`src/ssp_pkg.sv`:
```
/*
 * Package for the serial port status/control register bank: offsets,
 * field positions, reset values, mode codes and status event carrier.
 * Assumes one 50 MHz system clock shared by every user of the package.
 */
package ssp_pkg;

	// ------------------------------------------------------------------
	// Register map
	// ------------------------------------------------------------------
	localparam int         ADDR_W          = 4;
	localparam logic [3:0] OFS_STATUS      = 4'h0;
	localparam logic [3:0] OFS_CONTROL_ONE = 4'h1;
	localparam logic [3:0] OFS_BUFFER      = 4'h2;
	localparam logic [3:0] OFS_RELOAD      = 4'h3;
	localparam logic [3:0] OFS_REQUESTS    = 4'h4;
	localparam logic [7:0] RST_STATUS      = 8'h00;
	localparam logic [7:0] RST_CONTROL_ONE = 8'h00;
	localparam logic [7:0] RST_ZERO        = 8'h00;

	// ------------------------------------------------------------------
	// Status fields
	// ------------------------------------------------------------------
	localparam int ST_SAMPLE = 7;
	localparam int ST_EDGE   = 6;
	localparam int ST_DATA   = 5;
	localparam int ST_STOP   = 4;
	localparam int ST_START  = 3;
	localparam int ST_RW     = 2;
	localparam int ST_UPDATE = 1;
	localparam int ST_FULL   = 0;

	// ------------------------------------------------------------------
	// Control one fields
	// ------------------------------------------------------------------
	localparam int C1_WRITE_COLLISION_FLAG = 7;
	localparam int C1_OVF  = 6;
	localparam int C1_EN   = 5;
	localparam int C1_CKP  = 4;

	// Request register bit positions
	localparam int RQ_START   = 0;
	localparam int RQ_RESTART = 1;
	localparam int RQ_STOP    = 2;
	localparam int RQ_RECV    = 3;
	localparam int RQ_ACK     = 4;

	typedef enum logic [3:0] {
		SSP_SPI_M_DIV4    = 4'b0000,
		SSP_SPI_M_DIV16   = 4'b0001,
		SSP_SPI_M_DIV64   = 4'b0010,
		SSP_SPI_M_TMR     = 4'b0011,
		SSP_SPI_S_SS      = 4'b0100,
		SSP_SPI_S_NOSS    = 4'b0101,
		SSP_I2C_S7        = 4'b0110,
		SSP_I2C_S10       = 4'b0111,
		SSP_I2C_M         = 4'b1000,
		SSP_RSV9          = 4'b1001,
		SSP_SPI_M_RELOAD  = 4'b1010,
		SSP_I2C_FW        = 4'b1011,
		SSP_RSVC          = 4'b1100,
		SSP_RSVD          = 4'b1101,
		SSP_I2C_S7_INT    = 4'b1110,
		SSP_I2C_S10_INT   = 4'b1111
	} ssp_mode_t;

	// Clock dividers in system clocks per SPI half period
	localparam logic [7:0] DIV4_HALF  = 8'h02;
	localparam logic [7:0] DIV16_HALF = 8'h08;
	localparam logic [7:0] DIV64_HALF = 8'h20;

	// Events reported by the shifting engine
	typedef struct packed {
		logic byte_done;
		logic byte_is_data;
		logic start_seen;
		logic stop_seen;
		logic nack_seen;
		logic addr_match;
		logic addr_rw;
		logic addr_high_done;
		logic tx_active;
		logic tx_done;
		logic [7:0] rx_byte;
	} ssp_event_t;

endpackage : ssp_pkg

```
`src/ssp_regs.sv`:
```
/*
 * Status and first control register of a synchronous serial port
 * (SPI master/slave, I2C master/slave), with the transfer buffer, reload
 * value and master request bits that steer them, and the SPI clock
 * generator. Assumes the shifting engine reports events on i_evt in the
 * system clock domain and that i_tmr_match is a one-cycle pulse.
 */
`timescale 1ns/1ps
module ssp_regs
	import ssp_pkg::*;
(
	input  wire logic                       i_clk_sys,
	input  wire logic                       i_rst_n,
	input  wire logic [ssp_pkg::ADDR_W-1:0] i_addr,
	input  wire logic [7:0]                 i_wdata,
	input  wire logic                       i_wr,
	input  wire logic                       i_rd,
	output logic      [7:0]                 o_rdata,
	input  wire ssp_pkg::ssp_event_t        i_evt,
	input  wire logic                       i_tmr_match,
	output logic                            o_port_enable,
	output logic                            o_spi_mode,
	output logic                            o_i2c_mode,
	output logic                            o_master,
	output logic                            o_ss_enable,
	output logic                            o_sample_late,
	output logic                            o_shift_on_return,
	output logic                            o_slew_ctrl_en,
	output logic                            o_smbus_levels,
	output logic                            o_sck_idle_high,
	output logic                            o_scl_hold,
	output logic                            o_bit_tick,
	output logic                            o_i2c_busy,
	output logic                            o_tx_start,
	output logic      [7:0]                 o_tx_byte,
	output logic      [7:0]                 o_reload
);
	import ssp_pkg::*;

	// ------------------------------------------------------------------
	// Registers
	// ------------------------------------------------------------------
	logic [7:0] status_reg;
	logic [7:0] control_one_reg;
	logic [7:0] buffer_reg;
	logic [7:0] reload_reg;
	logic [4:0] request_reg;
	logic [7:0] div_cnt_reg;
	logic       tmr_half_reg;
	logic       tx_busy_reg;
	ssp_mode_t  mode;
	logic       en;
	logic       wr_status, wr_ctl, wr_buf, wr_rld, wr_req, rd_buf;
	logic       buf_write_ok;
	logic       i2c_slave;

	assign mode      = ssp_mode_t'(control_one_reg[3:0]);
	assign en        = control_one_reg[C1_EN];
	assign wr_status = i_wr && (i_addr == OFS_STATUS);
	assign wr_ctl    = i_wr && (i_addr == OFS_CONTROL_ONE);
	assign wr_buf    = i_wr && (i_addr == OFS_BUFFER);
	assign wr_rld    = i_wr && (i_addr == OFS_RELOAD);
	assign wr_req    = i_wr && (i_addr == OFS_REQUESTS);
	assign rd_buf    = i_rd && (i_addr == OFS_BUFFER);

	// ------------------------------------------------------------------
	// Mode decode
	// ------------------------------------------------------------------
	always_comb begin
		o_spi_mode  = 1'b0;
		o_i2c_mode  = 1'b0;
		o_master    = 1'b0;
		o_ss_enable = 1'b0;
		i2c_slave   = 1'b0;
		unique case (mode)
			SSP_SPI_M_DIV4, SSP_SPI_M_DIV16, SSP_SPI_M_DIV64,
			SSP_SPI_M_TMR, SSP_SPI_M_RELOAD: begin
				o_spi_mode = 1'b1;
				o_master   = 1'b1;
			end
			SSP_SPI_S_SS: begin
				o_spi_mode  = 1'b1;
				o_ss_enable = 1'b1;
			end
			SSP_SPI_S_NOSS: begin
				o_spi_mode = 1'b1;
			end
			SSP_I2C_S7, SSP_I2C_S10,
			SSP_I2C_S7_INT, SSP_I2C_S10_INT: begin
				o_i2c_mode = 1'b1;
				i2c_slave  = 1'b1;
			end
			SSP_I2C_M, SSP_I2C_FW: begin
				o_i2c_mode = 1'b1;
				o_master   = 1'b1;
			end
			SSP_RSV9, SSP_RSVC, SSP_RSVD: begin
				// Reserved codes leave the port inert
			end
		endcase
	end

	assign o_port_enable     = en && (o_spi_mode || o_i2c_mode);
	assign o_sample_late     = o_spi_mode && o_master
		&& status_reg[ST_SAMPLE];
	assign o_shift_on_return = o_spi_mode && status_reg[ST_EDGE];
	assign o_smbus_levels    = o_i2c_mode && status_reg[ST_EDGE];
	assign o_slew_ctrl_en    = o_i2c_mode
		&& !status_reg[ST_SAMPLE];
	assign o_sck_idle_high   = o_spi_mode
		&& control_one_reg[C1_CKP];
	assign o_scl_hold        = o_port_enable && i2c_slave
		&& !control_one_reg[C1_CKP];
	assign o_i2c_busy        = o_i2c_mode && o_master
		&& (status_reg[ST_RW] || (|request_reg));
	assign o_reload          = reload_reg;
	assign o_tx_byte         = buffer_reg;

	// A buffer write starts a transfer only when the link can take it
	assign buf_write_ok = o_port_enable && (o_i2c_mode
		? (o_master ? !o_i2c_busy : !tx_busy_reg)
		: !(tx_busy_reg && !o_master));
	assign o_tx_start   = wr_buf && buf_write_ok;

	// ------------------------------------------------------------------
	// SPI master clock generator
	// ------------------------------------------------------------------
	logic [7:0] half_len;
	always_comb begin
		unique case (mode)
			SSP_SPI_M_DIV16:  half_len = DIV16_HALF;
			SSP_SPI_M_DIV64:  half_len = DIV64_HALF;
			SSP_SPI_M_RELOAD: half_len = 8'((reload_reg + 8'h01) << 1);
			default:          half_len = DIV4_HALF;
		endcase
	end

	// Timer source halves the match rate: toggle, tick on each fall
	always_ff @(posedge i_clk_sys) begin
		if (!i_rst_n || !o_port_enable)
			tmr_half_reg <= 1'b0;
		else if (i_tmr_match)
			tmr_half_reg <= !tmr_half_reg;
	end

	// Reload of 127 or 255 wraps the product to zero; software must avoid it
	always_ff @(posedge i_clk_sys) begin
		if (!i_rst_n || !o_port_enable || !o_master || !o_spi_mode)
			div_cnt_reg <= RST_ZERO;
		else if (div_cnt_reg + 8'h01 >= half_len)
			div_cnt_reg <= RST_ZERO;
		else
			div_cnt_reg <= div_cnt_reg + 8'h01;
	end

	always_comb begin
		if (!(o_port_enable && o_master && o_spi_mode))
			o_bit_tick = 1'b0;
		else if (mode == SSP_SPI_M_TMR)
			o_bit_tick = i_tmr_match && tmr_half_reg;
		else
			o_bit_tick = (div_cnt_reg + 8'h01 >= half_len);
	end

	// ------------------------------------------------------------------
	// Control one: writable bits and sticky flags
	// ------------------------------------------------------------------
	always_ff @(posedge i_clk_sys) begin
		if (!i_rst_n) begin
			control_one_reg <= RST_CONTROL_ONE;
		end else begin
			if (wr_ctl) begin
				control_one_reg[5:0] <= i_wdata[5:0];
				// Software may only clear the flags
				if (!i_wdata[C1_WRITE_COLLISION_FLAG])
					control_one_reg[C1_WRITE_COLLISION_FLAG] <= 1'b0;
				if (!i_wdata[C1_OVF])
					control_one_reg[C1_OVF] <= 1'b0;
			end
			// Set wins over a clear in the same cycle
			if (wr_buf && !buf_write_ok && o_port_enable)
				control_one_reg[C1_WRITE_COLLISION_FLAG] <= 1'b1;
			if (i_evt.byte_done && !i_evt.tx_active && status_reg[ST_FULL]
				&& o_port_enable && !(o_spi_mode && o_master))
				control_one_reg[C1_OVF] <= 1'b1;
		end
	end

	// ------------------------------------------------------------------
	// Buffer and transmit tracking
	// ------------------------------------------------------------------
	always_ff @(posedge i_clk_sys) begin
		if (!i_rst_n)
			buffer_reg <= RST_ZERO;
		else if (o_tx_start)
			buffer_reg <= i_wdata;
		else if (i_evt.byte_done && !i_evt.tx_active
			&& !status_reg[ST_FULL])
			buffer_reg <= i_evt.rx_byte;
	end

	always_ff @(posedge i_clk_sys) begin
		if (!i_rst_n || !o_port_enable)
			tx_busy_reg <= 1'b0;
		else if (o_tx_start)
			tx_busy_reg <= 1'b1;
		else if (i_evt.tx_done)
			tx_busy_reg <= 1'b0;
	end

	always_ff @(posedge i_clk_sys) begin
		if (!i_rst_n)
			reload_reg <= RST_ZERO;
		else if (wr_rld)
			reload_reg <= i_wdata;
	end

	// Requests are refused while the master is busy, cleared when done
	always_ff @(posedge i_clk_sys) begin
		if (!i_rst_n || !o_port_enable || !o_master || !o_i2c_mode)
			request_reg <= 5'b0_0000;
		else if (wr_req && !o_i2c_busy)
			request_reg <= i_wdata[4:0];
		else if (i_evt.start_seen || i_evt.stop_seen || i_evt.byte_done)
			request_reg <= 5'b0_0000;
	end

	// ------------------------------------------------------------------
	// Status register
	// ------------------------------------------------------------------
	always_ff @(posedge i_clk_sys) begin
		if (!i_rst_n) begin
			status_reg <= RST_STATUS;
		end else begin
			if (wr_status)
				status_reg[ST_SAMPLE:ST_EDGE] <= i_wdata[7:6];
			if (!en) begin
				status_reg[ST_STOP]  <= 1'b0;
				status_reg[ST_START] <= 1'b0;
			end else if (o_i2c_mode) begin
				if (i_evt.start_seen) begin
					status_reg[ST_START] <= 1'b1;
					status_reg[ST_STOP]  <= 1'b0;
				end else if (i_evt.stop_seen) begin
					status_reg[ST_STOP]  <= 1'b1;
					status_reg[ST_START] <= 1'b0;
				end
				if (i_evt.byte_done)
					status_reg[ST_DATA] <= i_evt.byte_is_data;
			end
			if (o_i2c_mode && o_master)
				status_reg[ST_RW] <= tx_busy_reg || o_tx_start;
			else if (i2c_slave && i_evt.addr_match)
				status_reg[ST_RW] <= i_evt.addr_rw;
			else if (i2c_slave && (i_evt.start_seen || i_evt.stop_seen
				|| i_evt.nack_seen))
				status_reg[ST_RW] <= 1'b0;
			if (wr_rld)
				status_reg[ST_UPDATE] <= 1'b0;
			if ((mode == SSP_I2C_S10 || mode == SSP_I2C_S10_INT)
				&& i_evt.addr_high_done)
				status_reg[ST_UPDATE] <= 1'b1;
			// Receive fills, reading the buffer empties it
			if (rd_buf)
				status_reg[ST_FULL] <= 1'b0;
			if (o_tx_start && o_i2c_mode)
				status_reg[ST_FULL] <= 1'b1;
			else if (i_evt.tx_done && o_i2c_mode)
				status_reg[ST_FULL] <= 1'b0;
			else if (i_evt.byte_done && !i_evt.tx_active && o_port_enable)
				status_reg[ST_FULL] <= 1'b1;
		end
	end

	// ------------------------------------------------------------------
	// Read port
	// ------------------------------------------------------------------
	always_ff @(posedge i_clk_sys) begin
		if (!i_rst_n)
			o_rdata <= RST_ZERO;
		else if (i_rd) begin
			unique case (i_addr)
				OFS_STATUS:      o_rdata <= status_reg;
				OFS_CONTROL_ONE: o_rdata <= control_one_reg;
				OFS_BUFFER:      o_rdata <= buffer_reg;
				OFS_RELOAD:      o_rdata <= reload_reg;
				OFS_REQUESTS:    o_rdata <= {3'b000, request_reg};
				default:         o_rdata <= RST_ZERO;
			endcase
		end else
			o_rdata <= RST_ZERO;
	end

	// ------------------------------------------------------------------
	// Checks
	// ------------------------------------------------------------------
	chk_stop_start_off: assert property (@(posedge i_clk_sys)
		disable iff (!i_rst_n) !en |=> !status_reg[ST_STOP]
		&& !status_reg[ST_START])
		else $error("condition flags not cleared when disabled");
	chk_write_collision_flag_set: assert property (@(posedge i_clk_sys)
		disable iff (!i_rst_n) wr_buf && o_port_enable && !buf_write_ok
		|=> control_one_reg[C1_WRITE_COLLISION_FLAG])
		else $error("write collision not flagged");
	chk_write_collision_flag_sticky: assert property (@(posedge i_clk_sys)
		disable iff (!i_rst_n) control_one_reg[C1_WRITE_COLLISION_FLAG]
		&& !(wr_ctl && !i_wdata[C1_WRITE_COLLISION_FLAG]) |=> control_one_reg[C1_WRITE_COLLISION_FLAG])
		else $error("write collision cleared by hardware");
	chk_ovf_master: assert property (@(posedge i_clk_sys)
		disable iff (!i_rst_n) o_spi_mode && o_master
		&& !control_one_reg[C1_OVF] && $stable(mode)
		|=> !control_one_reg[C1_OVF])
		else $error("overflow set in SPI master");
	chk_ovf_keep_buf: assert property (@(posedge i_clk_sys)
		disable iff (!i_rst_n) i_evt.byte_done && !i_evt.tx_active
		&& status_reg[ST_FULL] && !o_tx_start |=> $stable(buffer_reg))
		else $error("buffer overwritten on overflow");
	chk_full_on_rx: assert property (@(posedge i_clk_sys)
		disable iff (!i_rst_n) i_evt.byte_done && !i_evt.tx_active
		&& o_port_enable && !i_evt.tx_done |=> status_reg[ST_FULL])
		else $error("buffer full not set on receive");
	chk_full_tx_done: assert property (@(posedge i_clk_sys)
		disable iff (!i_rst_n) i_evt.tx_done && o_i2c_mode && !o_tx_start
		|=> !status_reg[ST_FULL])
		else $error("buffer full not cleared after transmit");
	chk_busy_or: assert property (@(posedge i_clk_sys)
		disable iff (!i_rst_n) o_i2c_mode && o_master && (|request_reg)
		|-> o_i2c_busy)
		else $error("busy misses pending request");
	chk_ckp_hold: assert property (@(posedge i_clk_sys)
		disable iff (!i_rst_n) o_scl_hold |-> i2c_slave && en)
		else $error("clock held outside I2C slave");
	chk_rw_slave: assert property (@(posedge i_clk_sys)
		disable iff (!i_rst_n) i2c_slave && i_evt.addr_match
		|=> status_reg[ST_RW] == $past(i_evt.addr_rw))
		else $error("direction not captured");

	cov_overflow: cover property (@(posedge i_clk_sys)
		disable iff (!i_rst_n) $rose(control_one_reg[C1_OVF]));
	cov_collision: cover property (@(posedge i_clk_sys)
		disable iff (!i_rst_n) $rose(control_one_reg[C1_WRITE_COLLISION_FLAG]));
	cov_stop_seen: cover property (@(posedge i_clk_sys)
		disable iff (!i_rst_n) $rose(status_reg[ST_STOP]));
	cov_tick: cover property (@(posedge i_clk_sys)
		disable iff (!i_rst_n) o_bit_tick ##1 !o_bit_tick ##1 o_bit_tick);

endmodule : ssp_regs

```
`config.mk`:
```
export PLATFORM = sky130hd
export DESIGN_NAME = ssp_regs
export DESIGN_NICKNAME = d
export VERILOG_FILES = /design/src/ssp_pkg.sv /design/src/ssp_regs.sv
export SDC_FILE = /design/constraint.sdc
export NUM_CORES = 1
export LEC_CHECK = 0
export ABC_AREA = 1
export BUFFER_PORTS_ARGS = -buffer_cell sky130_fd_sc_hd__buf_2
export CORE_MARGIN = 2
export CORE_UTILIZATION = 30
export DETAILED_ROUTE_END_ITERATION = 10
export SETUP_SLACK_MARGIN = 0.15
export SLEW_MARGIN = 25
export SYNTH_ARGS = -nofsm -noshare
export SYNTH_HDL_FRONTEND = slang
export SYNTH_SLANG_ARGS = --single-unit
```
`constraint.sdc`:
```
create_clock -name i_clk_sys -period 4.09 [get_ports i_clk_sys]
set_input_delay 0.2045 -clock i_clk_sys [delete_from_list [all_inputs] [get_ports i_clk_sys]]
set_output_delay 0.2045 -clock i_clk_sys [all_outputs]
set_load 0.01 [all_outputs]
```
==> run metrics, run 1 <==
fraction of final layout cells sized beyond drive strength 1=22.22%; gr ovfl total=0; critical path's largest stage delay=420 ps; Crit Path Class=flip-flop to output port; routability congestion estimate from global placement=0.9641; Util after Layout=37.11%; GR Util met1=23.14%; list of cells traversed by the critical path=ha_1 > nand3_1 > xor2_1 > o211ai_1 > ha_1 > a21oi_1 > o21a_1 > nand3_1 > nor2_1 > nor2_1 > buf_2; IO Count=73; number of instances in the placed design=629; most frequently used cell type in the post-synthesis netlist=nand2_1; Yosys Warn Count=0; GR Util met3=3.868%; Place WS=1580 ps; slew at the pin closest to its max-slew limit=583.9 ps; critical path capture point type=output port; tightest slew margin relative to the limit=61.07%; Power Dens Cells=275.8 nW/um2; Max Clk Rate=351.7 MHz; Static Leakage=0.001561 uW; clk buf depth=2; met2 track demand over resource=28.62%; final worst path period share=69.51%; maximum level of the CTS H-tree=2; post-route ant nets=0; CTS tree=yes; cell count after synthesis=431; number of sinks driven by the clock tree=55; fraction of synthesized cell area taken by the top area cell type=36.15%; hold buffer count at cts=0; Crit-path slowest cell=dfxtp_1; starting density of the core=31.01%; initial detailed-routing violation count=234; RSZ-0062 raised after global routing=no; Post-Synthesis Cell Area=3045 um2; Die Y-Extent=104.8 um; Synth area leader=dfxtp_1; final worst setup slack=1247 ps; mean area per synthesized cell=7.066 um2; Layout fillers=1,103; number of gates resized after CTS=0; Critical Path RT=3890 ps; clock tree root buffer cell=clkbuf_8; clock network latency to the later pin of the worst-skew pair=330 ps; count of final max-slew check failures=0; clock transition at the register clock pins on the worst setup and hold paths after CTS=110 ps; largest net degree at the start of global routing=33; DR vias/cell=4.832; number of diodes=0; number of failing setup endpoints in the final timing report=0; leading register cell type out of synthesis=dfxtp_1; Setup TNS Final=0 ps; post-CTS setup buffer count=0; clk_skew=13.79 ps; run status=complete, no violations; via count of the first global-routing pass=2,913; sequential fraction of the synthesis area=36.15%; Area Growth Syn to Fin=19.64%; net count of the finished layout=547; Detailed Routing Iterations Pass 1=5; number of enable flip-flop cells after synthesis=0; number of clock buffers inserted by TritonCTS=5; final critical-path required period=2843 ps; global-route wire length before repair=15,110 um; Synth top cells by count=65 x nand2_1, 60 x inv_1, 55 x dfxtp_1, 55 x nor2_1, 38 x a21oi_1; placed wire-length estimate after detailed placement=7630 um; die area=10,970 um2; routed vias=3,078; worst hold-check path type=input port to flip-flop; number of flip-flops and latches in the synthesized netlist=55; post-layout instance count excluding filler cells=637; final hold violation count=0; number of violations of the max-capacitance limit=0; final WL=9457 um; global-route total usage across every layer=17.52%; share of async-settable or async-resettable flops after synthesis=0%; Port Buf Inserts=72; wire length per cell after detailed routing=14.85 um; CP Max Fanout=9; Crit path arrival time=2640 ps; Mapped Nets=475; Buffers & Inverters on Critical Path=1; synth top area cells=dfxtp_1 36%, nand2_1 8.0%, inv_1 7.4%; peak supply drop=0.0001304 V; cell class contributing the biggest share of worst-path delay=simple AND/OR/NAND/NOR gates; Remaining DRCs=0; crit path launch type=flip-flop; Top Usage Layer GRT=met2; placement row count=36; number of antenna violations at the first check in global routing=0; DIE WIDTH=104.8 um; Cell variety after synth=33; core region area=9819 um2
==> per-layer routing <==
metal	share of wire, %	vias to the layer above
li1	-	1563
met1	45	1382
met2	47	118
met3	7.3	15
met4	1.5	0
met5	0	-
==> cell type report <==
| cell class | count | area (um2) | share of cell area (%) |
|---|---|---|---|
| clock buffer | 7 | 96.34 | 2.644 |
| multi-input combinational | 302 | 1658 | 45.50 |
| clock inverter | 1 | 7.507 | 0.2060 |
| tap | 133 | 166.4 | 4.567 |
| timing repair buffer | 72 | 360.3 | 9.890 |
| inverter | 67 | 254.0 | 6.971 |
| sequential | 55 | 1101 | 30.22 |
==> stage by stage <==
stage          cell area (um2)  hold WS [ps]  total power, uW
6_report                  3643         118.8             1005
5_1_grt                   3643         153.4             1044
4_1_cts                   3643         121.2             1011
3_5_place_dp              3540         435.2            667.6
3_3_place_gp              3540         433.1            667.0
2_1_floorplan             3045         333.9            617.5
==> cells by family (layout without fill, tap and decap cells) <==
family | Yosys count | count (layout) | synth area share (%)
and+or+nand+nor | 188 | 188 | 30.85
DFF | 55 | 55 | 36.15
buffers and inverters | 74 | 147 | 9.409
xor gates and xnor gates | 5 | 5 | 1.438
adders and majority gates | 9 | 9 | 3.698
AOI/OAI and AO/OA | 100 | 100 | 18.45
==> cell usage in the layout, fill, tap and decap left out, types with 8 or more instances in the layout <==
cell type	count
a21oi_1	38
o22ai_1	14
nor3_1	11
nand3_1	18
ha_1	9
nor2_1	55
nand4_1	11
o21ai_0	32
dfxtp_1	55
nand2_1	65
o21bai_1	8
buf_2	72
inv_1	60
==> final timing paths <==
check	startpoint	to	slack, ps	depth (start not counted)
max reg2reg	o_reload[1]$_SDFFE_PN0P_	div_cnt_reg[6]$_SDFF_PP0_	1750	9
min	i_tmr_match	tmr_half_reg$_SDFFE_PP0P_	120	3
min reg2reg	status_reg[4]$_SDFFE_PN0P_	status_reg[4]$_SDFFE_PN0P_	450	2
max	o_reload[1]$_SDFFE_PN0P_	o_bit_tick	1250	11
==> report_power, final <==
group / total [uW] / switching (uW) / internal, uW
combinational: 106 / 69.8 / 36.3
clock: 349 / 194 / 155
sequential: 550 / 6.51 / 543
==> worst reg2reg max path: cells and delay by family (launching register included) <==
kind | cells | cell delay (ps)
AOI/OAI and AO/OA | 3 | 490
and+or+nand+nor | 3 | 660
adders and majority gates | 2 | 500
DFF | 1 | 420
xor gates and xnor gates | 1 | 180
No activity file was read; power rests on OpenSTA's default activity.
==> run 2: changes to the inputs <==
==> constraint.sdc (replaced) <==
create_clock -name i_clk_sys -period 3 [get_ports i_clk_sys]
set_input_delay 0.15 -clock i_clk_sys [delete_from_list [all_inputs] [get_ports i_clk_sys]]
set_output_delay 0.15 -clock i_clk_sys [all_outputs]
set_load 0.01 [all_outputs]
==> run metrics, run 2 (synthesis results as in run 1) <==
run status=complete, no violations; Buffers & Inverters on Critical Path=1; combinational fraction of design power=10.5%; wire length per cell after detailed routing=14.65 um; critical path capture point type=output port; clock network latency to the later pin of the worst-skew pair=320 ps; Top Usage Layer GRT=met2; final hold violation count=0; GR Util met3=3.369%; Int Pwr=1036 uW; core region area=9819 um2; initial detailed-routing violation count=228; largest net degree at the start of global routing=33; Die Y-Extent=104.8 um; gr ovfl total=0; net count of the finished layout=547; number of clock buffers inserted by TritonCTS=5; Worst Reg2Reg Path Length in Cells=9; Port Buf Inserts=72; clock tree root buffer cell=clkbuf_8; routability congestion estimate from global placement=0.9640; Max Clk Rate=383.5 MHz; leading cell type in the layout, fill and taps excluded=buf_2; cell count of the worst hold path=3; Util after Layout=37.40%; Critical Path RT=2850 ps; share of power burned in the clock network=35.4%; RSZ-0062 raised after global routing=no; maximum level of the CTS H-tree=2; routed vias=3,063; CP Depth=12; number of sinks driven by the clock tree=55; count of final max-slew check failures=0; tightest slew margin relative to the limit=61.53%; DIE WIDTH=104.8 um; hold buffer count at cts=0; list of cells traversed by the critical path=ha_1 > nand3_1 > nand3b_1 > xor2_1 > ha_1 > nand2_1 > nor2_1 > nand4_1 > nand3_4 > nor2_1 > nor2_1 > buf_2; placed wire-length estimate after detailed placement=7644 um; Detailed Routing Iterations Pass 1=4; Static Leakage=0.001573 uW; via count of the first global-routing pass=2,919; Remaining DRCs=0; Crit path arrival time=2460 ps; DR vias/cell=4.816; number of failing setup endpoints in the final timing report=0; Crit-path slowest cell=dfxtp_1; number of diodes=0; met2 track demand over resource=28.53%; clk buf depth=2; number of violations of the max-capacitance limit=0; global-route total usage across every layer=17.44%; Layout fillers=1,091; Crit Path Class=flip-flop to output port; Power Dens Cells=377.0 nW/um2; starting density of the core=31.01%; CTS tree=yes; fraction of final layout cells sized beyond drive strength 1=23.06%; Sw Pwr=348.2 uW; slew at the pin closest to its max-slew limit=577.1 ps; GR Util met1=23.17%; global-route wire length before repair=15,100 um; critical path's largest stage delay=390 ps; worst hold-check path type=input port to flip-flop; IO Count=73; clock transition at the register clock pins on the worst setup and hold paths after CTS=100 ps; final critical-path required period=2608 ps; peak supply drop=0.0001607 V; post-route ant nets=0; most prevalent standard cell on the critical path=nor2_1; crit path launch type=flip-flop; final worst path period share=86.93%; number of antenna violations at the first check in global routing=0; Area Growth Syn to Fin=20.58%; hold_ws=68.03 ps; placement row count=36; final WL=9315 um; die area=10,970 um2; share of total power consumed by net switching=25.15%; commonest cells after routing, fill and taps aside=72 x buf_2, 65 x nand2_1, 60 x inv_1, 54 x nor2_1, 53 x dfxtp_1; Setup TNS Final=0 ps; cell class contributing the biggest share of worst-path delay=simple AND/OR/NAND/NOR gates; clk_skew=5.181 ps; CP Max Fanout=9; Flop pwr share=54.2%
run 2: tightest hold or removal path: stages:
cell and delay [ps]:
buf_2 90, nor2_1 30, nor2_1 80
run 2: final cells by class:
| type | count | area, um2 | area share [%] |
|---|---|---|---|
| inverters | 67 | 254.0 | 6.917 |
| repair buffers | 72 | 360.3 | 9.813 |
| well taps | 133 | 166.4 | 4.532 |
| clock buffers | 6 | 72.57 | 1.976 |
| multi-input cells | 302 | 1685 | 45.89 |
| flip-flops and latches | 55 | 1104 | 30.05 |
| clock inverters | 1 | 30.03 | 0.8177 |
run 2: final timing paths:
check | start | endpoint | slack, ps
worst min-delay path | i_tmr_match | tmr_half_reg$_SDFFE_PP0P_ | 70
worst max register to register | o_reload[1]$_SDFFE_PN0P_ | div_cnt_reg[7]$_SDFF_PP0_ | 880
worst max-delay path | div_cnt_reg[0]$_SDFF_PP0_ | o_bit_tick | 390
worst min register to register | status_reg[4]$_SDFFE_PN0P_ | status_reg[4]$_SDFFE_PN0P_ | 450
run 2: stage by stage:
step           cell area, um2  instances  power (uW)  setup slack, ps
2_1_floorplan            3045        431       841.9            897.3
6_report                 3672        636        1385            392.1
3_3_place_gp             3540        629       909.3            558.5
5_1_grt                  3672        636        1444            166.7
3_5_place_dp             3540        629       910.4            554.4
4_1_cts                  3642        636        1397            190.9
run 2: repair_timing:
action	CTS	global route
resized for setup	0	8
hold endpoints to repair	0	0
setup endpoints to repair	0	1
setup buffers	0	0
run 2: routing by layer:
metal | part of all wire, % | vias up | wire (um)
li1 | - | 1561 | -
met1 | 45 | 1392 | 4230
met2 | 47 | 100 | 4376
met3 | 5.7 | 10 | 527
met4 | 1.9 | 0 | 180
met5 | 0 | - | 0
run 2: power by group through the flow:
stage	clock network, uW	registers [uW]	logic [uW]
floorplan	0	768	73.7
global placement	0	766	143
detailed placement	0	767	144
CTS	503	750	144
global route	530	752	163
finish	490	750	145
